File: config.mk
export PLATFORM = sky130hd
export DESIGN_NAME = smbcs_flags
export DESIGN_NICKNAME = d
export VERILOG_FILES = /design/src/design/smbcs_pkg.sv /design/src/design/smbcs_flags.sv
export SDC_FILE = /design/constraint.sdc
export NUM_CORES = 1
export LEC_CHECK = 0
export ABC_AREA = 1
export ABC_CLOCK_PERIOD_IN_PS = 2100
export BUFFER_PORTS_ARGS = -buffer_cell sky130_fd_sc_hd__buf_2
export CAP_MARGIN = 20
export CORE_ASPECT_RATIO = 1.5
export CORE_MARGIN = 5
export CORE_UTILIZATION = 40
export DETAILED_ROUTE_END_ITERATION = 10
export GPL_TIMING_DRIVEN = 0
export HOLD_SLACK_MARGIN = 0.15
export PLACE_DENSITY_LB_ADDON = 0.05
export SLEW_MARGIN = 15
export SYNTH_ARGS = -nofsm -noshare
export SYNTH_HDL_FRONTEND = slang
export SYNTH_SLANG_ARGS = --single-unit
File: constraint.sdc
create_clock -name ref_clk -period 2.1 [get_ports ref_clk]
set_clock_uncertainty 0.1 [all_clocks]
set_input_delay 0.63 -clock ref_clk [delete_from_list [all_inputs] [get_ports ref_clk]]
set_output_delay 0.63 -clock ref_clk [all_outputs]
set_load 0.005 [all_outputs]
File: src/design/smbcs_pkg.sv
// constants, state and register layout for the smbus control/status flags
package smbcs_pkg;
    localparam int CLK_PERIOD_NS = 5;
    localparam int SCL_HALF_NS   = 5000;
    localparam int SCL_HALF_INT  =
        (SCL_HALF_NS + CLK_PERIOD_NS - 1) / CLK_PERIOD_NS;
    localparam logic [15:0] SCL_HALF_CYCLES = 16'(SCL_HALF_INT);
    localparam logic [15:0] TMR_RESET       = 16'h0000;

    localparam int BIT_START    = 5;
    localparam int BIT_STOP     = 4;
    localparam int BIT_ACK_PEND = 3;
    localparam int BIT_ARB      = 2;
    localparam int BIT_ACK      = 1;
    localparam int BIT_SI       = 0;

    localparam logic [7:0] CTRL_RESET  = 8'h00;
    localparam logic [3:0] ACK_SLOT    = 4'h8;
    localparam logic [3:0] CNT_RESET   = 4'h0;
    localparam logic [7:0] BYTE_RESET  = 8'h00;
    localparam logic       LINE_IDLE   = 1'b1;
    localparam logic       DRIVE_RESET = 1'b0;

    typedef enum logic [3:0] {
        ST_IDLE,
        ST_GEN_START,
        ST_WAIT_FW,
        ST_RESTART,
        ST_START_SETUP,
        ST_BIT_LOW,
        ST_BIT_HIGH,
        ST_STOP_LOW,
        ST_STOP_HIGH,
        ST_SLV_RX,
        ST_SLV_WAIT,
        ST_SLV_ACK
    } smbcs_state_t;

    typedef struct packed {
        logic [1:0] rsvd;
        logic       start;
        logic       stop;
        logic       ack_pend;
        logic       arb;
        logic       ack;
        logic       si;
    } smbcs_ctrl_t;
endpackage

File: src/design/smbcs_flags.sv
// smbus control/status flags with the bus state machine they steer
// Notes on behaviour
// start flag reads 1 once a start or repeated start is seen on the bus
// writing 1 to start flag makes a start, or a repeated start mid-transfer
// stop flag reads 1 on slave stop detection, or while master stop pending
// writing 1 to stop flag as master makes a stop; hardware then clears it
// arbitration lost flag reads 1 after an arbitration error, else 0
// as master the ack bit captures ACK as 1, NACK as 0 after each byte
// as slave ack bit 1 answers ACK, 0 NACK; SDA level is inverted bit
// interrupt flag set when an operation completes and firmware must steer
// while interrupt flag is set SCL is held low and the bus stalls
// only firmware clears interrupt flag; clearing starts the next operation
// ack request flag reads 1 while a received byte awaits ACK decision
`timescale 1ns/1ps
`default_nettype none
module smbcs_flags (
    input  wire logic                 ref_clk,
    input  wire logic                 srst,
    input  wire logic                 clk_en,
    input  wire logic                 reg_wr,
    input  wire logic [7:0]           reg_wdata,
    output var  smbcs_pkg::smbcs_ctrl_t reg_rdata,
    input  wire logic [7:0]           tx_byte,
    output logic      [7:0]           rx_byte,
    input  wire logic                 scl_i,
    output logic                      scl_o,
    output logic                      scl_oe,
    input  wire logic                 sda_i,
    output logic                      sda_o,
    output logic                      sda_oe
);
    smbcs_pkg::smbcs_state_t state_ff;
    smbcs_pkg::smbcs_state_t nxt_state;
    smbcs_pkg::smbcs_ctrl_t  flags_ff;
    smbcs_pkg::smbcs_ctrl_t  nxt_flags;
    smbcs_pkg::smbcs_ctrl_t  rdata_ff;
    logic [7:0]  shift_ff;
    logic [7:0]  nxt_shift;
    logic [3:0]  cnt_ff;
    logic [3:0]  nxt_cnt;
    logic [15:0] tmr_ff;
    logic [7:0]  rx_byte_ff;
    logic        scl_m_ff;
    logic        scl_s_ff;
    logic        scl_d_ff;
    logic        sda_m_ff;
    logic        sda_s_ff;
    logic        sda_d_ff;
    logic        busy_ff;
    logic        master_ff;
    logic        scl_oe_ff;
    logic        sda_oe_ff;
    logic        nxt_scl_oe;
    logic        nxt_sda_oe;
    logic        line_ff;
    logic        start_seen;
    logic        stop_seen;
    logic        scl_rise;
    logic        scl_fall;
    logic        tmr_done;
    logic        slave_st;
    logic        wr;
    logic        si_clr;
    logic        ev_start_done;
    logic        ev_byte_done;
    logic        ev_arb;
    logic        ev_ack_sample;
    logic        ev_stop_done;
    logic        ev_slv_byte;
    logic        ev_slv_stop;

    // pins are asynchronous to ref_clk
    always_ff @(posedge ref_clk) begin
        if (srst) begin
            scl_m_ff <= smbcs_pkg::LINE_IDLE;
            scl_s_ff <= smbcs_pkg::LINE_IDLE;
            scl_d_ff <= smbcs_pkg::LINE_IDLE;
            sda_m_ff <= smbcs_pkg::LINE_IDLE;
            sda_s_ff <= smbcs_pkg::LINE_IDLE;
            sda_d_ff <= smbcs_pkg::LINE_IDLE;
        end else if (clk_en) begin
            scl_m_ff <= scl_i;
            scl_s_ff <= scl_m_ff;
            scl_d_ff <= scl_s_ff;
            sda_m_ff <= sda_i;
            sda_s_ff <= sda_m_ff;
            sda_d_ff <= sda_s_ff;
        end
    end

    assign start_seen = scl_s_ff & scl_d_ff & sda_d_ff & ~sda_s_ff;
    assign stop_seen  = scl_s_ff & scl_d_ff & ~sda_d_ff & sda_s_ff;
    assign scl_rise   = scl_s_ff & ~scl_d_ff;
    assign scl_fall   = ~scl_s_ff & scl_d_ff;
    assign tmr_done   = (tmr_ff == smbcs_pkg::SCL_HALF_CYCLES - 16'h0001);
    assign slave_st   = (state_ff == smbcs_pkg::ST_SLV_RX)
                      | (state_ff == smbcs_pkg::ST_SLV_WAIT)
                      | (state_ff == smbcs_pkg::ST_SLV_ACK);
    assign ev_slv_stop = slave_st & stop_seen;
    assign wr          = clk_en & reg_wr;
    assign si_clr      = reg_wr & ~reg_wdata[smbcs_pkg::BIT_SI];

    // half-period timer; high phases wait out a slave stretching scl
    always_ff @(posedge ref_clk) begin
        if (srst) begin
            tmr_ff <= smbcs_pkg::TMR_RESET;
        end else if (clk_en) begin
            if (nxt_state != state_ff) begin
                tmr_ff <= smbcs_pkg::TMR_RESET;
            end else if (!scl_s_ff && (state_ff == smbcs_pkg::ST_BIT_HIGH
                      || state_ff == smbcs_pkg::ST_START_SETUP
                      || state_ff == smbcs_pkg::ST_STOP_HIGH)) begin
                tmr_ff <= smbcs_pkg::TMR_RESET;
            end else if (!tmr_done) begin
                tmr_ff <= tmr_ff + 16'h0001;
            end
        end
    end

    always_comb begin
        nxt_state     = state_ff;
        nxt_shift     = shift_ff;
        nxt_cnt       = cnt_ff;
        ev_start_done = 1'b0;
        ev_byte_done  = 1'b0;
        ev_arb        = 1'b0;
        ev_ack_sample = 1'b0;
        ev_stop_done  = 1'b0;
        ev_slv_byte   = 1'b0;
        case (state_ff)
            smbcs_pkg::ST_IDLE: begin
                if (start_seen) begin
                    nxt_state = smbcs_pkg::ST_SLV_RX;
                    nxt_cnt   = smbcs_pkg::CNT_RESET;
                // start only on a free bus
                end else if (flags_ff.start && !flags_ff.si && !busy_ff) begin
                    nxt_state = smbcs_pkg::ST_GEN_START;
                end
            end
            smbcs_pkg::ST_GEN_START: begin
                if (tmr_done) begin
                    nxt_state     = smbcs_pkg::ST_WAIT_FW;
                    ev_start_done = 1'b1;
                end
            end
            // clearing si launches the next step
            smbcs_pkg::ST_WAIT_FW: begin
                if (!flags_ff.si) begin
                    if (flags_ff.stop) begin
                        nxt_state = smbcs_pkg::ST_STOP_LOW;
                    end else if (flags_ff.start) begin
                        nxt_state = smbcs_pkg::ST_RESTART;
                    end else begin
                        nxt_state = smbcs_pkg::ST_BIT_LOW;
                        nxt_shift = tx_byte;
                        nxt_cnt   = smbcs_pkg::CNT_RESET;
                    end
                end
            end
            smbcs_pkg::ST_RESTART: begin
                if (tmr_done) begin
                    nxt_state = smbcs_pkg::ST_START_SETUP;
                end
            end
            smbcs_pkg::ST_START_SETUP: begin
                if (tmr_done) begin
                    nxt_state = smbcs_pkg::ST_GEN_START;
                end
            end
            smbcs_pkg::ST_BIT_LOW: begin
                if (tmr_done) begin
                    nxt_state = smbcs_pkg::ST_BIT_HIGH;
                end
            end
            smbcs_pkg::ST_BIT_HIGH: begin
                if (tmr_done) begin
                    if (cnt_ff == smbcs_pkg::ACK_SLOT) begin
                        nxt_state     = smbcs_pkg::ST_WAIT_FW;
                        ev_ack_sample = 1'b1;
                        ev_byte_done  = 1'b1;
                    // released a one but the line reads low
                    end else if (shift_ff[7] && !sda_s_ff) begin
                        nxt_state = smbcs_pkg::ST_IDLE;
                        ev_arb    = 1'b1;
                    end else begin
                        nxt_state = smbcs_pkg::ST_BIT_LOW;
                        nxt_shift = {shift_ff[6:0], 1'b1};
                        nxt_cnt   = cnt_ff + 4'h1;
                    end
                end
            end
            smbcs_pkg::ST_STOP_LOW: begin
                if (tmr_done) begin
                    nxt_state = smbcs_pkg::ST_STOP_HIGH;
                end
            end
            smbcs_pkg::ST_STOP_HIGH: begin
                if (tmr_done) begin
                    nxt_state    = smbcs_pkg::ST_IDLE;
                    ev_stop_done = 1'b1;
                end
            end
            smbcs_pkg::ST_SLV_RX: begin
                if (scl_rise && cnt_ff != smbcs_pkg::ACK_SLOT) begin
                    nxt_shift = {shift_ff[6:0], sda_s_ff};
                    nxt_cnt   = cnt_ff + 4'h1;
                end else if (scl_fall && cnt_ff == smbcs_pkg::ACK_SLOT) begin
                    nxt_state   = smbcs_pkg::ST_SLV_WAIT;
                    ev_slv_byte = 1'b1;
                end
            end
            smbcs_pkg::ST_SLV_WAIT: begin
                if (!flags_ff.si) begin
                    nxt_state = smbcs_pkg::ST_SLV_ACK;
                end
            end
            smbcs_pkg::ST_SLV_ACK: begin
                if (scl_fall) begin
                    nxt_state = smbcs_pkg::ST_SLV_RX;
                    nxt_cnt   = smbcs_pkg::CNT_RESET;
                end
            end
            default: begin
                nxt_state = smbcs_pkg::ST_IDLE;
            end
        endcase
        if (slave_st && stop_seen) begin
            nxt_state = smbcs_pkg::ST_IDLE;
        end else if (slave_st && start_seen) begin
            nxt_state = smbcs_pkg::ST_SLV_RX;
            nxt_cnt   = smbcs_pkg::CNT_RESET;
        end
    end

    always_ff @(posedge ref_clk) begin
        if (srst) begin
            state_ff   <= smbcs_pkg::ST_IDLE;
            shift_ff   <= smbcs_pkg::BYTE_RESET;
            cnt_ff     <= smbcs_pkg::CNT_RESET;
            rx_byte_ff <= smbcs_pkg::BYTE_RESET;
        end else if (clk_en) begin
            state_ff <= nxt_state;
            shift_ff <= nxt_shift;
            cnt_ff   <= nxt_cnt;
            if (ev_slv_byte) begin
                rx_byte_ff <= shift_ff;
            end
        end
    end

    always_ff @(posedge ref_clk) begin
        if (srst) begin
            busy_ff   <= 1'b0;
            master_ff <= 1'b0;
        end else if (clk_en) begin
            busy_ff   <= start_seen | (busy_ff & ~stop_seen);
            master_ff <= (nxt_state == smbcs_pkg::ST_GEN_START)
                       | (master_ff & ~ev_stop_done & ~ev_arb);
        end
    end

    // hardware sets win over firmware clears in the same cycle
    always_comb begin
        nxt_flags      = flags_ff;
        nxt_flags.rsvd = 2'h0;
        if (reg_wr) begin
            nxt_flags.start = reg_wdata[smbcs_pkg::BIT_START];
            nxt_flags.ack   = reg_wdata[smbcs_pkg::BIT_ACK];
            nxt_flags.si    = reg_wdata[smbcs_pkg::BIT_SI];
        end
        // detection sets the start flag
        if (start_seen) begin
            nxt_flags.start = 1'b1;
        end
        // master stop clears itself when done
        if (ev_stop_done) begin
            nxt_flags.stop = 1'b0;
        end
        if (reg_wr) begin
            nxt_flags.stop = reg_wdata[smbcs_pkg::BIT_STOP];
        end
        // slave side stop detection
        if (ev_slv_stop) begin
            nxt_flags.stop = 1'b1;
        end
        // master capture, line low is ack
        if (ev_ack_sample) begin
            nxt_flags.ack = ~sda_s_ff;
        end
        if (si_clr) begin
            nxt_flags.arb      = 1'b0;
            nxt_flags.ack_pend = 1'b0;
        end
        // sticky until firmware clears si
        if (ev_arb) begin
            nxt_flags.arb = 1'b1;
        end
        // decision pending on received byte
        if (ev_slv_byte) begin
            nxt_flags.ack_pend = 1'b1;
        end
        // operation complete
        if (ev_start_done | ev_byte_done | ev_arb | ev_slv_byte) begin
            nxt_flags.si = 1'b1;
        end
    end

    always_ff @(posedge ref_clk) begin
        if (srst) begin
            flags_ff <= smbcs_pkg::CTRL_RESET;
            rdata_ff <= smbcs_pkg::CTRL_RESET;
        end else if (clk_en) begin
            flags_ff <= nxt_flags;
            rdata_ff <= nxt_flags;
        end
    end

    always_comb begin
        // si alone is enough to pull scl low
        // wait state keeps scl low after si clears, so no spike before the next step
        nxt_scl_oe = nxt_flags.si
                   | (nxt_state == smbcs_pkg::ST_WAIT_FW)
                   | (nxt_state == smbcs_pkg::ST_BIT_LOW)
                   | (nxt_state == smbcs_pkg::ST_RESTART)
                   | (nxt_state == smbcs_pkg::ST_STOP_LOW)
                   | (nxt_state == smbcs_pkg::ST_SLV_WAIT);
        case (nxt_state)
            smbcs_pkg::ST_GEN_START,
            smbcs_pkg::ST_STOP_LOW,
            smbcs_pkg::ST_STOP_HIGH: begin
                nxt_sda_oe = 1'b1;
            end
            // new bit one cycle after scl falls, never on the same edge
            smbcs_pkg::ST_BIT_LOW: begin
                nxt_sda_oe = (state_ff == smbcs_pkg::ST_BIT_LOW)
                           ? (cnt_ff != smbcs_pkg::ACK_SLOT) & ~shift_ff[7]
                           : sda_oe_ff;
            end
            smbcs_pkg::ST_BIT_HIGH,
            smbcs_pkg::ST_WAIT_FW: begin
                nxt_sda_oe = sda_oe_ff;
            end
            // ack bit 1 pulls sda low
            smbcs_pkg::ST_SLV_ACK: begin
                nxt_sda_oe = nxt_flags.ack;
            end
            default: begin
                nxt_sda_oe = 1'b0;
            end
        endcase
    end

    always_ff @(posedge ref_clk) begin
        if (srst) begin
            scl_oe_ff <= smbcs_pkg::DRIVE_RESET;
            sda_oe_ff <= smbcs_pkg::DRIVE_RESET;
            line_ff   <= smbcs_pkg::DRIVE_RESET;
        end else if (clk_en) begin
            scl_oe_ff <= nxt_scl_oe;
            sda_oe_ff <= nxt_sda_oe;
            line_ff   <= smbcs_pkg::DRIVE_RESET;
        end
    end

    assign reg_rdata = rdata_ff;
    assign rx_byte   = rx_byte_ff;
    assign scl_o     = line_ff;
    assign sda_o     = line_ff;
    assign scl_oe    = scl_oe_ff;
    assign sda_oe    = sda_oe_ff;

    a_start_detect: assert property (@(posedge ref_clk) disable iff (srst)
        (start_seen && clk_en) |=> flags_ff.start)
        else $error("start seen but start flag clear");
    a_start_launch: assert property (@(posedge ref_clk) disable iff (srst)
        (clk_en && state_ff == smbcs_pkg::ST_IDLE && flags_ff.start
         && !flags_ff.si && !busy_ff && !start_seen)
        |=> state_ff == smbcs_pkg::ST_GEN_START ##1 sda_oe_ff)
        else $error("start request not launched");
    a_stop_slave: assert property (@(posedge ref_clk) disable iff (srst)
        (ev_slv_stop && clk_en) |=> flags_ff.stop && state_ff == smbcs_pkg::ST_IDLE)
        else $error("slave stop not flagged");
    a_stop_clear: assert property (@(posedge ref_clk) disable iff (srst)
        (ev_stop_done && clk_en && !(reg_wr && reg_wdata[smbcs_pkg::BIT_STOP]))
        |=> !flags_ff.stop && !master_ff && !sda_oe_ff)
        else $error("stop flag not cleared after stop");
    a_arb_flag: assert property (@(posedge ref_clk) disable iff (srst)
        (ev_arb && clk_en) |=> flags_ff.arb && flags_ff.si && !master_ff)
        else $error("arbitration loss not flagged");
    a_ack_capture: assert property (@(posedge ref_clk) disable iff (srst)
        (ev_ack_sample && clk_en) |=> flags_ff.ack == !$past(sda_s_ff))
        else $error("ack not captured");
    a_ack_drive: assert property (@(posedge ref_clk) disable iff (srst)
        (state_ff == smbcs_pkg::ST_SLV_ACK)
        |-> sda_oe_ff == flags_ff.ack)
        else $error("slave ack level wrong");
    a_si_on_byte: assert property (@(posedge ref_clk) disable iff (srst)
        ((ev_byte_done || ev_slv_byte || ev_start_done) && clk_en) |=> flags_ff.si)
        else $error("si not set on completion");
    a_si_holds_scl: assert property (@(posedge ref_clk) disable iff (srst)
        flags_ff.si |-> scl_oe_ff && (!$past(flags_ff.si) || $stable(state_ff)))
        else $error("scl released or state moved under si");
    a_si_sticky: assert property (@(posedge ref_clk) disable iff (srst)
        (flags_ff.si && !(wr && si_clr)) |=> flags_ff.si)
        else $error("si cleared without firmware");
    a_ack_decision_pending_pair: assert property (@(posedge ref_clk) disable iff (srst)
        flags_ff.ack_pend |-> flags_ff.si && state_ff == smbcs_pkg::ST_SLV_WAIT)
        else $error("ack request without pending byte");
endmodule
`default_nettype wire

* Word-level counts from Yosys, hierarchy flattened
Cells that the tools add are included.
** Storage, ports and cells
- Bits in registers :: 55
- Input bits :: 22
- Output and inout port bits :: 20
- Word-level logic and storage cells :: 185
** Operators by class
- $add $sub $neg :: 2
- Eq/ne operators :: 33
- Multiplexer cells :: 70
- Bitwise operators :: 30
- Reduce and logical (&&, ||, !) cells :: 30
** Operators by type and width (count)
- two-way mux 4 bit :: 27
- two-way mux 8 bit :: 7
- two-way mux 16 bit :: 3
- case mux 4 bit (12 select lines) :: 1
- == test 4 bit, second input constant :: 8
- == test 4 x 3 -> 1 bit, second input constant :: 7
- case mux 8 bit (3 select lines) :: 1
- two-way mux 1 bit :: 23
- case mux 4 bit (5 select lines) :: 1
- adder 16 x 1 -> 16 bit, second input constant :: 1
- == test 16 x 10 -> 1 bit, second input constant :: 1
- == test 4 x 2 -> 1 bit, second input constant :: 4
- two-way mux 3 bit :: 4
- inequality test 2 bit, second input constant :: 6
- AND reduction 2 bit :: 6
- AND 1 bit :: 11
- bitwise OR 1 bit :: 11
- AND reduction 9 bit :: 1
- == test 4 x 1 -> 1 bit, second input constant :: 2
- logical AND 1 bit :: 8
- inverter 1 bit :: 8
- nonzero test 2 bit :: 3
- nonzero test 3 bit :: 2
- adder 4 x 1 -> 4 bit, second input constant :: 1
- other kinds (12) :: 18

* Depth between registers and ports, before layout
Gate-level depths: netlist (run 1).
- Depth in word-level cells :: 14
- Mapped depth :: 19
- Depth with buffers taken out :: 18

* Least setup slack after synthesis (run 1)
No wires, ideal clock.
- Path kind :: reg2reg
- Start point :: reg cnt_ff[0]
- End point :: reg tmr_ff[0]
- Setup time :: 0.113 ns
- Arrival :: 2.030 ns
- Required time :: 1.887 ns
- Slack :: -0.143 ns
- Cell stages (with the launch flop) :: 19
- Cell sequence :: dfxtp_1 inv_1 ha_1 nand2_1 nor2_1 nand3_2 nor2_4 nor2_1 nand2_1 inv_1 nand3_2 nand2_2 nand2_2 nand2_4 nand3_1 buf_2 nor2_1 nor2_1 nor2_1
** On the way
- Cells in the longest elaborated chain, start to end :: 10
- Elaborated cells between the ends (all ways) :: 15
- Classes of those cells :: 4 x eq/ne; 8 x mux; 3 x reduce/logical
** RTL lines
- from (decl) :: line smbcs_flags.sv:39 : logic [3:0] cnt_ff;
- from (signal assigned) :: line smbcs_flags.sv:239 : cnt_ff <= smbcs_pkg::CNT_RESET;
- from (signal assigned) :: line smbcs_flags.sv:244 : cnt_ff <= nxt_cnt;
- == test 4 bit :: line smbcs_flags.sv:177, smbcs_flags.sv:207
- logical AND 1 bit :: line smbcs_flags.sv:207 : end else if (scl_fall && cnt_ff == smbcs_pkg::ACK_SLOT) begin
- two-way mux 4 bit :: line smbcs_flags.sv:207
- two-way mux 4 bit :: line smbcs_flags.sv:204 : if (scl_rise && cnt_ff != smbcs_pkg::ACK_SLOT) begin
- case mux 4 bit (12 select lines) (*) :: line smbcs_flags.sv:130 : case (state_ff)
- two-way mux 4 bit (*) :: line smbcs_flags.sv:229 : end else if (slave_st && start_seen) begin
- two-way mux 4 bit (*) :: line smbcs_flags.sv:227 : if (slave_st && stop_seen) begin
- inequality test 4 bit (*) :: line smbcs_flags.sv:108 : if (nxt_state != state_ff) begin
- inequality test 3 x 1 -> 1 bit (no source line)
- AND reduction 2 bit (no source line)
- to (signal assigned) :: line smbcs_flags.sv:106 : tmr_ff <= smbcs_pkg::TMR_RESET;
- to (signal assigned) :: line smbcs_flags.sv:109 : tmr_ff <= smbcs_pkg::TMR_RESET;
- to (signal assigned) :: line smbcs_flags.sv:113 : tmr_ff <= smbcs_pkg::TMR_RESET;
- to (decl) :: line smbcs_flags.sv:41 : logic [15:0] tmr_ff;
Mark *: on every way between the ends. The rest lies on a longest branch, timed or not.
A chain may end at the register's enable or synchronous reset.

* Worst setup path after layout (run 1)
- Start point :: reg cnt_ff[1]
- End point :: reg tmr_ff[9]
Same word-level chain as after synthesis.

==> results of run 1 <==
-- cells by family (layout without fill, tap and decap cells) --
| logic type | after synthesis | after routing | share of synthesized area |
|---|---|---|---|
| xor+xnor | 4 | 4 | 0.009769 |
| simple gates | 347 | 347 | 0.4208 |
| fa+ha+maj | 3 | 3 | 0.01047 |
| compound gates | 96 | 96 | 0.1455 |
| buf+inv | 90 | 165 | 0.1054 |
| flops | 55 | 55 | 0.3070 |
| other cells | 1 | 4 | 0.001046 |
-- cell usage in the layout (no fill, tap or decap), drive strengths merged, types with 2 or more instances in the layout --
cell,n
clkbuf,12
nor3,8
a31oi,11
nor2,101
nand4,16
buf,84
nand2,169
conb,4
dfxtp,55
nand3,51
clkinv,2
ha,3
inv,67
o21ai,32
o211ai,3
a211oi,3
a21oi,43
xor2,4
-- worst max-delay path: stages, from the launching register on --
cell and delay [ns]:
dfxtp_2 0.33, inv_2 0.07, ha_4 0.13, nand2_2 0.06, nor2_4 0.18, nand3_4 0.12
nand2_2 0.10, nand3_2 0.07, nor2_2 0.10, nand3_2 0.12, nand2_2 0.11, nand2_2 0.07
nand2_4 0.10, nand4_4 0.13, nand2_4 0.12, buf_12 0.13, buf_8 0.12, nand2_1 0.05
nand2_1 0.06, nor2_1 0.04
-- state kept, by name, indices dropped and copies added (netlist names) --
signal / cells
tmr_ff: 16
rx_byte: 8
shift_ff: 8
reg_rdata: 6
cnt_ff: 4
state_ff: 4
busy_ff: 1
scl_d_ff: 1
scl_m_ff: 1
scl_oe: 1
scl_s_ff: 1
sda_d_ff: 1
sda_m_ff: 1
sda_oe: 1
sda_s_ff: 1
-- cell usage after synthesis, types with 8 or more instances --
| master | number |
|---|---|
| nand2_1 | 157 |
| inv_1 | 64 |
| a31oi_1 | 11 |
| nand3_1 | 49 |
| nand4_1 | 15 |
| clkbuf_1 | 8 |
| o21ai_0 | 32 |
| nor2_1 | 93 |
| a21oi_1 | 43 |
| dfxtp_1 | 55 |
| nand2_2 | 11 |
| nor3_1 | 8 |
-- repair_timing --
action                                  in CTS  in global routing
cloned                                       2                  2
pin swaps                                   21                 15
gates resized for setup                     59                 56
buffers inserted                            29                  6
endpoints found under the setup margin      31                 34
-- power groups by stage --
stage	Combinational (mW)	Sequential [mW]	Clock [mW]
finish	0.777	1.16	0.918
global route	0.851	1.17	0.973
CTS	0.716	1.16	0.946
detailed placement	0.591	1.18	0
global placement	0.588	1.18	0
floorplan	0.435	1.16	0
-- path summary, 6_finish.rpt --
kind | startpoint | endpoint | slack [ns] | cells past startpoint
setup / recovery | cnt_ff[1] | tmr_ff[9] | -0.33 | 19
hold / removal | rx_byte[6] | rx_byte[6] | 0.36 | 2
setup reg to reg | cnt_ff[1] | tmr_ff[9] | -0.33 | 19
hold reg to reg | rx_byte[6] | rx_byte[6] | 0.36 | 2
-- area by class of cell --
class | count | share of cell area
clock buffers | 5 | 0.02627
plain buffers | 23 | 0.03232
multi-input cells | 454 | 0.5118
inverters | 66 | 0.05360
flip-flops and latches | 55 | 0.2391
well taps | 110 | 0.02890
clock inverters | 3 | 0.007094
repair buffers | 68 | 0.1009
-- per-stage QoR --
step           worst slack [ns]  hold WS [ns]
2_1_floorplan          -0.06371        0.3292
3_3_place_gp            -0.4460        0.3419
3_5_place_dp            -0.4625        0.3489
4_1_cts                 -0.2507        0.3648
5_1_grt                 -0.4783        0.3775
6_report                -0.3323        0.3614
-- metal layers --
layer  wire, um  vias up
met2       7031      128
met4        696        0
met3        433       43
li1           -     2083
met1       4395     1960
met5          0        -
==> summary.md, run 1 <==
| Metric | Value |
|---|---|
| FMAX | 411.1 MHz |
| DR vias | around 4200 |
| Worst min-delay path class | flip-flop to flip-flop |
| M1 GR Usage | 0.2203 |
| Non-Filler Instances | between 700 and 800 |
| Average wire per standard cell | roughly 16 um |
| Layout area overhead | 32.80% |
| Initial antenna violation count | 0 |
| Core Box Area | 0.008776 mm^2 |
| Combinational cell fraction of total power | 0.272 |
| Post-synth cell types | 33 |
| Final-report hold violation count | 0 |
| Fin. max-slew vios | 0 |
| Net Switching | ~1000 uW |
| Fin crit period | roughly 2.4 ns |
| Fraction of layout cells with a size suffix above 1 | 0.2938 |
| Register area share after synthesis | 0.3070 |
| Largest cells by area after synthesis | dfxtp_1 (31%), nand2_1 (16%), nor2_1 (9.7%) |
| Worst skew pair latency | 0.31 ns |
| Crit Path Category | flip-flop to flip-flop |
| Vias/cell | roughly 5.4 |
| Crit path required time | between 2 and 2.5 ns |
| CP Max Fanout | 6 |
| Leak pwr | approximately 2.2 nW |
| Type of origin of the critical path | flip-flop |
| Pin count of the biggest net entering global routing | 21 |
| Ant diodes | 0 |
| Top_reg_cell synth | dfxtp_1 |
| Grt peak-use layer | met2 |
| Status | finished with violations |
| First-pass GRT wire length | around 20000 um |
| Remaining Overflow, GRT | 0 |
| Max_slew headroom | 0.5398 |
| GRT met2 Usage | 0.4321 |
| Top Ports | 42 |
| Die Span Y | about 130 um |
| Slew @ Worst Pin | about 0.69 ns |
| Final setup margin | -0.3323 ns |
| Hold Buf Count CTS | 0 |
| Total CTS buffers | 5 |
| # fillers | between 900 and 1000 |
| Placed inst area | 0.003956 mm^2 |
| DRC viols | 0 |
| Post-synthesis async set-or-reset flop share | 0 |
| RSZ-0062 raised after global routing | yes |
| Power share of the sequential group | 0.406 |
| Multi-input logic area | 0.002437 mm^2 |
| Synthesized instance count | about 600 |
| Synth area leader | dfxtp_1 |
| Clk buf depth | 2 |
| Post-synth EDFFs | 0 |
| Seq. cell area | around 0.0011 mm^2 |
| CP arrival | between 2 and 3 ns |
| IR drop worst, VDD | ~360 uV |
| GP Congestion | 0.9445 |
| Placed insts | 740 |
| Die Area | ~0.011 mm^2 |
| GRT Resource Usage Total | 0.2281 |
| Pre-Repair DR Iteration Count | 5 |
| Failing checks | setup timing |
| Overall routed net length | ~13000 um |
| Num rows | 42 |
| Final core utilization | 0.5426 |
| Clock power frac | 0.322 |
| Clk slew on worst S/H paths | ~0.080 ns |
| Number of synthesized register bits | between 50 and 60 |
| Final setup viols | 17 |
| Post-Layout Inst Area | about 0.0048 mm^2 |
| CTS tree | built |
| MaxCap Viol Count | 0 |
| HPWL Detailed | 9024 um |
| P_int | 1.855 mW |
| Root Buffer | clkbuf_16 |
| Setup crit end kind | flip-flop |
| Starting Density | 0.4086 |
| Clk sink count | 55 |
| Yosys warnings | 0 |
| Power per Cell Area | ~600 mW/mm^2 |
| H-tree levels | 2 |
| DRT iter0 DRCs | ~260 |
| Switching share of power | 0.3499 |
| Setup TNS | -4.144 ns |
| Crit share post-route | 1.158 |
| Post-Syn Area | between 0.003 and 0.004 mm^2 |
| Die X | 87.31 um |
| Post-DRT Antenna Nets | 0 |
| PortBufs | 31 |
| Top cell type's share of synthesized area | 0.3070 |
| Syn Area/Cell | 6.017 um^2 |
| Final Power | 2.854 mW |
| Vias in the first global route | 4153 |
| Final net count | about 700 |
| Met3 Use GR | 0.03333 |
Note: power is estimated with default switching activity, not from simulation.
==> inputs of run 2 (changes only) <==
- ABC_CLOCK_PERIOD_IN_PS: 2100 -> 2330
- PLACE_DENSITY: not set -> 0.61
- PLACE_DENSITY_LB_ADDON: 0.05 -> not set
- RECOVER_POWER: not set -> 50
- clock period: 2.1 -> 2.33 ns (I/O delays scaled with it)
==> run 2 against run 1 <==
Compared with the run above: cell count decreased by 0.38%; critical path depth fell by 3; sequential share of layout area grew 0.23 points; cell area decreased by 2.8%; maximum frequency up 4.1%; combinational power down 14%; routed wire length down 1.2%; first-iteration DRC count decreased by 37%; register-to-register slack better by 0.33 ns; the run still ends with setup timing left; largest cell class unchanged; power fell by 7.7%.
==> summary.md, run 2 (synthesized netlist as in run 1, its figures left out) <==
| Metric | Value |
|---|---|
| Status | finished with violations |
| Failing checks | setup timing |
| Pre-CTS setup slack | -0.4566 ns (+0.005854 ns) |
| RSZ-0062 raised after global routing | yes |
| Average wire per standard cell | 15.89 um (-0.81%) |
| Final setup margin | -0.006384 ns (+0.3259 ns) |
| Leak pwr | 2.119 nW (-2.9%) |
| DRT iter0 DRCs | 163 (-37%) |
| Starting Density | 0.4086 (unchanged) |
| First-pass GRT wire length | 20350 um (+3.0%) |
| Type of origin of the critical path | flip-flop |
| GP Congestion | 0.9437 (about the same) |
| Top reg by flops | tmr_ff |
| Critical path origin | state_ff[3] |
| Pre-Repair DR Iteration Count | 4 (-1) |
| Crit share post-route | 1.003 (-0.1555) |
| Layout area overhead | 29.10% |
| Setup crit end kind | flip-flop |
| CP Max Fanout | 6 (unchanged) |
| GRT Resource Usage Total | 0.2320 (+0.003936) |
| H-tree levels | 2 (unchanged) |
| FMAX | 428.0 MHz (+4.1%) |
| CP arrival | 2.44 ns (-0.10 ns) |
| Max_slew headroom | 0.5731 (+0.03331) |
| Final setup viols | 5 (-12) |
| Fraction of layout cells with a size suffix above 1 | 0.2429 (-0.05085) |
| Final net count | 695 (-0.43%) |
| Commonest cells after routing, fill and taps aside | nand2_1 (139), nor2_1 (80), inv_1 (57), dfxtp_1 (44), nand3_1 (43) |
| Setup TNS | -0.01554 ns (+4.129 ns) |
| Reg2reg end | tmr_ff[5] |
| DRC viols | 0 (unchanged) |
| Crit path to | tmr_ff[5] |
| Number of flip-flops in the largest register | 16 (unchanged) |
| Fin crit period | 2.336 ns (-0.09594 ns) |
| R2r worst-path depth | 16 (-3) |
| Clk buf depth | 2 (unchanged) |
| Fin. max-slew vios | 0 (unchanged) |
| Crit Path Category | flip-flop to flip-flop |
| CTS tree | built |
| Crit path required time | 2.43 ns (+0.22 ns) |
| Reg2Reg Setup Slack | -0.006 ns (+0.33 ns) |
| DR vias | 4236 (+0.52%) |
| Hold Buf Count CTS | 0 (unchanged) |
| Die X | 87.31 um (unchanged) |
| Initial antenna violation count | 0 (unchanged) |
| Total CTS buffers | 5 (unchanged) |
| Die Area | 0.01100 mm^2 (unchanged) |
| Leading cell type in the layout, fill and taps excluded | nand2_1 |
| Slew @ Worst Pin | 0.6403 ns (-0.04997 ns) |
| Root Buffer | clkbuf_16 |
| HPWL Detailed | 9143 um (+1.3%) |
| Die Span Y | 126.0 um (unchanged) |
| PortBufs | 31 (unchanged) |
| Vias in the first global route | 4242 (+2.1%) |
| IR drop worst, VDD | 505.9 uV (+42%) |
| MaxCap Viol Count | 0 (unchanged) |
| Post-DRT Antenna Nets | 0 (unchanged) |
| Core Box Area | 0.008776 mm^2 (unchanged) |
| Worst skew pair latency | 0.30 ns (about the same) |
| Top Ports | 42 (unchanged) |
| Vias/cell | 5.424 (+0.91%) |
| Worst min-delay path class | flip-flop to flip-flop |
| # fillers | 916 (+0.55%) |
| Final-report hold violation count | 0 (unchanged) |
| Pin count of the biggest net entering global routing | 20 (-4.8%) |
| Power per Cell Area | 569.1 mW/mm^2 (-5.0%) |
| Clk sink count | 55 (unchanged) |
| Remaining Overflow, GRT | 0 (unchanged) |
| RR Startpoint | state_ff[3] |
| Ant diodes | 0 (unchanged) |
| Overall routed net length | 12410 um (-1.2%) |
| Num rows | 42 (unchanged) |
| Clk slew on worst S/H paths | 0.08 ns (about the same) |
-- run 2: stage by stage --
stage	hold WS, ns	cells	utilization	total power [mW]	instance area, um^2
3_3_place_gp	0.3455	740	0.4433	1.576	3890
6_report	0.3657	781	0.5275	2.635	4629
2_1_floorplan	0.3292	599	-	1.423	3597
4_1_cts	0.3675	773	0.5073	2.601	4452
3_5_place_dp	0.3496	740	0.4433	1.584	3890
5_1_grt	0.3845	781	0.5275	2.775	4629
-- run 2: final cells by class --
class | count | area (um^2) | share of cell area
Clock buffer | 5 | 125.1 | 0.02703
Buffer | 23 | 146.4 | 0.03162
Tap cell | 110 | 137.6 | 0.02973
Clock inverter | 3 | 50.05 | 0.01081
Inverter | 66 | 254.0 | 0.05486
Timing Repair Buffer | 65 | 405.4 | 0.08757
Multi-Input combinational cell | 454 | 2394 | 0.5170
Sequential cell | 55 | 1117 | 0.2414
-- run 2: repair_timing --
action / in CTS / in global routing
resized for setup: 60 / 44
cloned: 1 / 0
pin swaps: 19 / 25
setup buffers: 25 / 9
setup endpoints to repair: 28 / 30
-- run 2: critical path: stages (launching register included) --
cell and delay, ns:
dfxtp_1 0.32, buf_6 0.13, nor2_2 0.20, inv_1 0.09, nor2_2 0.21, a21oi_1 0.13, nand2_2 0.11, nand2_4 0.08
nand2_1 0.06, nand2_1 0.08, nor2_4 0.18, nand4_4 0.12, nand2_4 0.13, buf_6 0.14, nand2_1 0.06, nand2_1 0.05
nor2_1 0.04
-- run 2: worst min-delay path by stage --
stage                     from    endpoint  cells past startpoint
floorplan             scl_m_ff    scl_m_ff                      2
global placement      sda_m_ff    sda_m_ff                      2
detailed placement    scl_m_ff    scl_m_ff                      2
CTS                 rx_byte[7]  rx_byte[7]                      2
global route        rx_byte[4]  rx_byte[4]                      2
finish              rx_byte[7]  rx_byte[7]                      2
-- run 2: routing by layer --
layer	global-route usage	up-vias	routed length (um)
met5	0	-	0
met4	0.1608	0	859
li1	-	2072	-
met2	0.4210	134	6506
met3	0.04118	55	488
met1	0.2295	1975	4553
-- run 2: power by group --
group | internal (mW) | switching, mW
Sequential | 0.991 | 0.0575
Combinational | 0.250 | 0.419
Clock | 0.520 | 0.397
==> inputs of run 3 (changes only) <==
- ABC_AREA: 1 -> not set
- SKIP_LAST_GASP: not set -> 1
==> run 3 against run 2 <==
Compared with the run above: the run still ends with setup timing left; area after synthesis shrank 0.35%; power shrank 18%; non-clock buffer count grew 8; first-iteration DRC count grew 25%; global-route usage shrank 1.5 points; count of clock-buffer cells in the layout is the same; register-to-register slack lost 0.22 ns; sequential cell count is the same; clock power shrank 14%; synthesized cell count shrank 25%; largest cell class unchanged; largest power group unchanged; highest routed layer unchanged.
==> summary.md, run 3 <==
| Metric | Value |
|---|---|
| Status | finished with violations |
| Failing checks | setup timing |
| RSZ-0062 raised after global routing | yes |
| Total CTS buffers | 5 (unchanged) |
| Number of synthesized register bits | 55 (unchanged) |
| Clk buf depth | 2 (unchanged) |
| Max_slew headroom | 0.4468 (-0.1263) |
| Top Ports | 42 (unchanged) |
| Worst skew pair latency | 0.30 ns (about the same) |
| Final-report hold violation count | 0 (unchanged) |
| Final core utilization | 0.5123 (-0.01526) |
| Vias/cell | 6.006 (+11%) |
| Final setup margin | -0.2262 ns (-0.2198 ns) |
| GP Congestion | 0.9887 (+4.8%) |
| Pre-Repair DR Iteration Count | 4 (unchanged) |
| Num rows | 42 (unchanged) |
| Synthesized instance count | 445 (-25%) |
| IR drop worst, VDD | 444.6 uV (-12%) |
| Number of flip-flops in the largest register | 16 (unchanged) |
| Overall routed net length | 11860 um (-4.4%) |
| Pin count of the biggest net entering global routing | 19 (-5.0%) |
| Top_reg_cell synth | dfxtp_1 |
| Die Area | 0.01096 mm^2 (-0.31%) |
| Post-synth top cells | dfxtp_1 (55), nor2_1 (44), nand2_1 (35) |
| Yosys warnings | 0 (unchanged) |
| Top reg by flops | tmr_ff |
| Mux cell area share after synthesis | 0.07353 (+0.07353) |
| Slew @ Worst Pin | 0.8298 ns (+0.1895 ns) |
| GRT Resource Usage Total | 0.2170 (-0.01505) |
| CP Max Fanout | 5 (-1) |
| Power per Cell Area | 482.0 mW/mm^2 (-15%) |
| Fin crit period | 2.556 ns (+0.2198 ns) |
| FMAX | 391.2 MHz (-8.6%) |
| Clk sink count | 55 (unchanged) |
| MaxCap Viol Count | 0 (unchanged) |
| Crit path required time | 2.46 ns (+0.03 ns) |
| Top cell type's share of synthesized area | 0.3081 (+0.001075) |
| Crit share post-route | 1.097 (+0.09435) |
| Post-Syn Area | 0.003573 mm^2 (-0.35%) |
| Average wire per standard cell | 18.97 um (+19%) |
| Largest cells by area after synthesis | dfxtp_1 (31%), mux2i_1 (6.7%), nor2_1 (4.6%) |
| H-tree levels | 2 (unchanged) |
| DRC viols | 0 (unchanged) |
| DRT iter0 DRCs | 204 (+25%) |
| Pre-CTS setup slack | -0.4922 ns (-0.03560 ns) |
| PortBufs | 32 (+3.2%) |
| Adder-Cell Fraction of Synth Area | 0.01050 (+0.00003665) |
| Leading cell type in the layout, fill and taps excluded | dfxtp_1 |
| Register area share after synthesis | 0.3081 (+0.001075) |
| Largest family of logic cells by synthesized area | simple AND/OR/NAND/NOR gates |
| Type of origin of the critical path | flip-flop |
| Die Span Y | 125.8 um (-0.16%) |
| Final net count | 539 (-22%) |
| Worst min-delay path class | flip-flop to flip-flop |
| Setup crit end kind | flip-flop |
| Non-Filler Instances | 625 (-20%) |
| Most frequent cell after synthesis | dfxtp_1 |
| Commonest cells after routing, fill and taps aside | dfxtp_1 (48), nor2_1 (40), nand2_1 (34), buf_4 (30), buf_2 (27) |
| Remaining Overflow, GRT | 0 (unchanged) |
| Syn Area/Cell | 8.030 um^2 (+33%) |
| Vias in the first global route | 3526 (-17%) |
| Hold Buf Count CTS | 0 (unchanged) |
| Crit Path Category | flip-flop to flip-flop |
| Complex-gate fraction of the synthesized area | 0.2293 (+0.08384) |
| Final setup viols | 17 (+12) |
| Post-synth cell types | 78 (+140%) |
| Initial antenna violation count | 0 (unchanged) |
| Fin. max-slew vios | 0 (unchanged) |
| Setup TNS | -2.653 ns (-2.637 ns) |
| First-pass GRT wire length | 18780 um (-7.7%) |
| Ant diodes | 0 (unchanged) |
| Starting Density | 0.4072 (-0.001426) |
| Fraction of layout cells with a size suffix above 1 | 0.2757 (+0.03281) |
| Hold slack | 0.3712 ns (+0.005484 ns) |
| Clk slew on worst S/H paths | 0.08 ns (about the same) |
| DR vias | 3754 (-11%) |
| Layout area overhead | 25.81% |
| Post-DRT Antenna Nets | 0 (unchanged) |
| Die X | 87.18 um (-0.15%) |
| CP arrival | 2.69 ns (+0.25 ns) |
| Post-synthesis async set-or-reset flop share | 0 (unchanged) |
| CTS tree | built |
| Root Buffer | clkbuf_16 |
| Synth area leader | dfxtp_1 |
| Core Box Area | 0.008776 mm^2 (unchanged) |
| Xor/xnor share of the synthesized area | 0.007353 (-0.002417) |
| Synth Area in Simple Gates | 0.2941 (-0.1267) |
| HPWL Detailed | 8544 um (-6.5%) |
| Leak pwr | 1.778 nW (-16%) |
| Post-synth EDFFs | 0 (unchanged) |
| Placed insts | 590 (-20%) |
## run 3: final timing paths
path	from	end	slack, ns	cells past startpoint
hold reg to reg	rx_byte[7]	rx_byte[7]	0.37	2
setup / recovery	cnt_ff[0]	sda_oe	-0.23	10
hold / removal	rx_byte[7]	rx_byte[7]	0.37	2
setup reg to reg	cnt_ff[0]	sda_oe	-0.23	10
## run 3: per-layer routing
layer,track usage,share of wire
met5,0,0
met4,0.1021,0.049
met3,0.03464,0.045
met2,0.3888,0.52
met1,0.2441,0.39
## run 3: final cells by class
class,instances,area (um^2)
clock inverter,3,23.77
tap,110,137.6
clock buffer,5,125.1
inverter,12,50.05
fill,846,4280
buffer,35,237.7
sequential,55,1115
timing repair buffer,61,400.4
multi-input combinational,344,2406
## run 3: through the flow
stage                     total power, mW  instance area (um^2)
after floorplan                     1.239                  3642
after global placement              1.346                  3940
after detailed placement            1.348                  3940
after CTS                           2.149                  4363
after global routing                2.263                  4496
final                               2.167                  4496
## run 3: cells by family (layout without fill, tap and decap cells)
logic type / Yosys count / in the layout
adder cells (fa/ha/maj): 3 / 3
AND/OR/NAND/NOR: 188 / 188
flip-flops: 55 / 55
buffers and inverters: 49 / 116
AO/OA/AOI/OAI: 120 / 120
other: 1 / 4
XOR/XNOR: 3 / 3
multiplexers: 26 / 26
## run 3: repair_timing
action	4_1_cts	5_1_grt
buffers inserted	18	9
pin swaps	15	15
cloned	2	0
setup endpoints to repair	27	32
gates resized for setup	28	32
## run 3: power by group
part	internal, mW	switching [mW]
clock	0.404	0.382
sequential	0.963	0.0278
combinational	0.158	0.232
total	1.52	0.642
## run 3: worst max-delay path, cell delays in order, from the launching register on
cell	delay, ns
dfxtp_2	0.34
inv_2	0.07
ha_4	0.12
and3b_1	0.16
buf_6	0.12
a311oi_1	0.09
or3_4	0.36
o31a_1	0.29
or3_1	0.36
a211o_1	0.31
a31oi_2	0.17
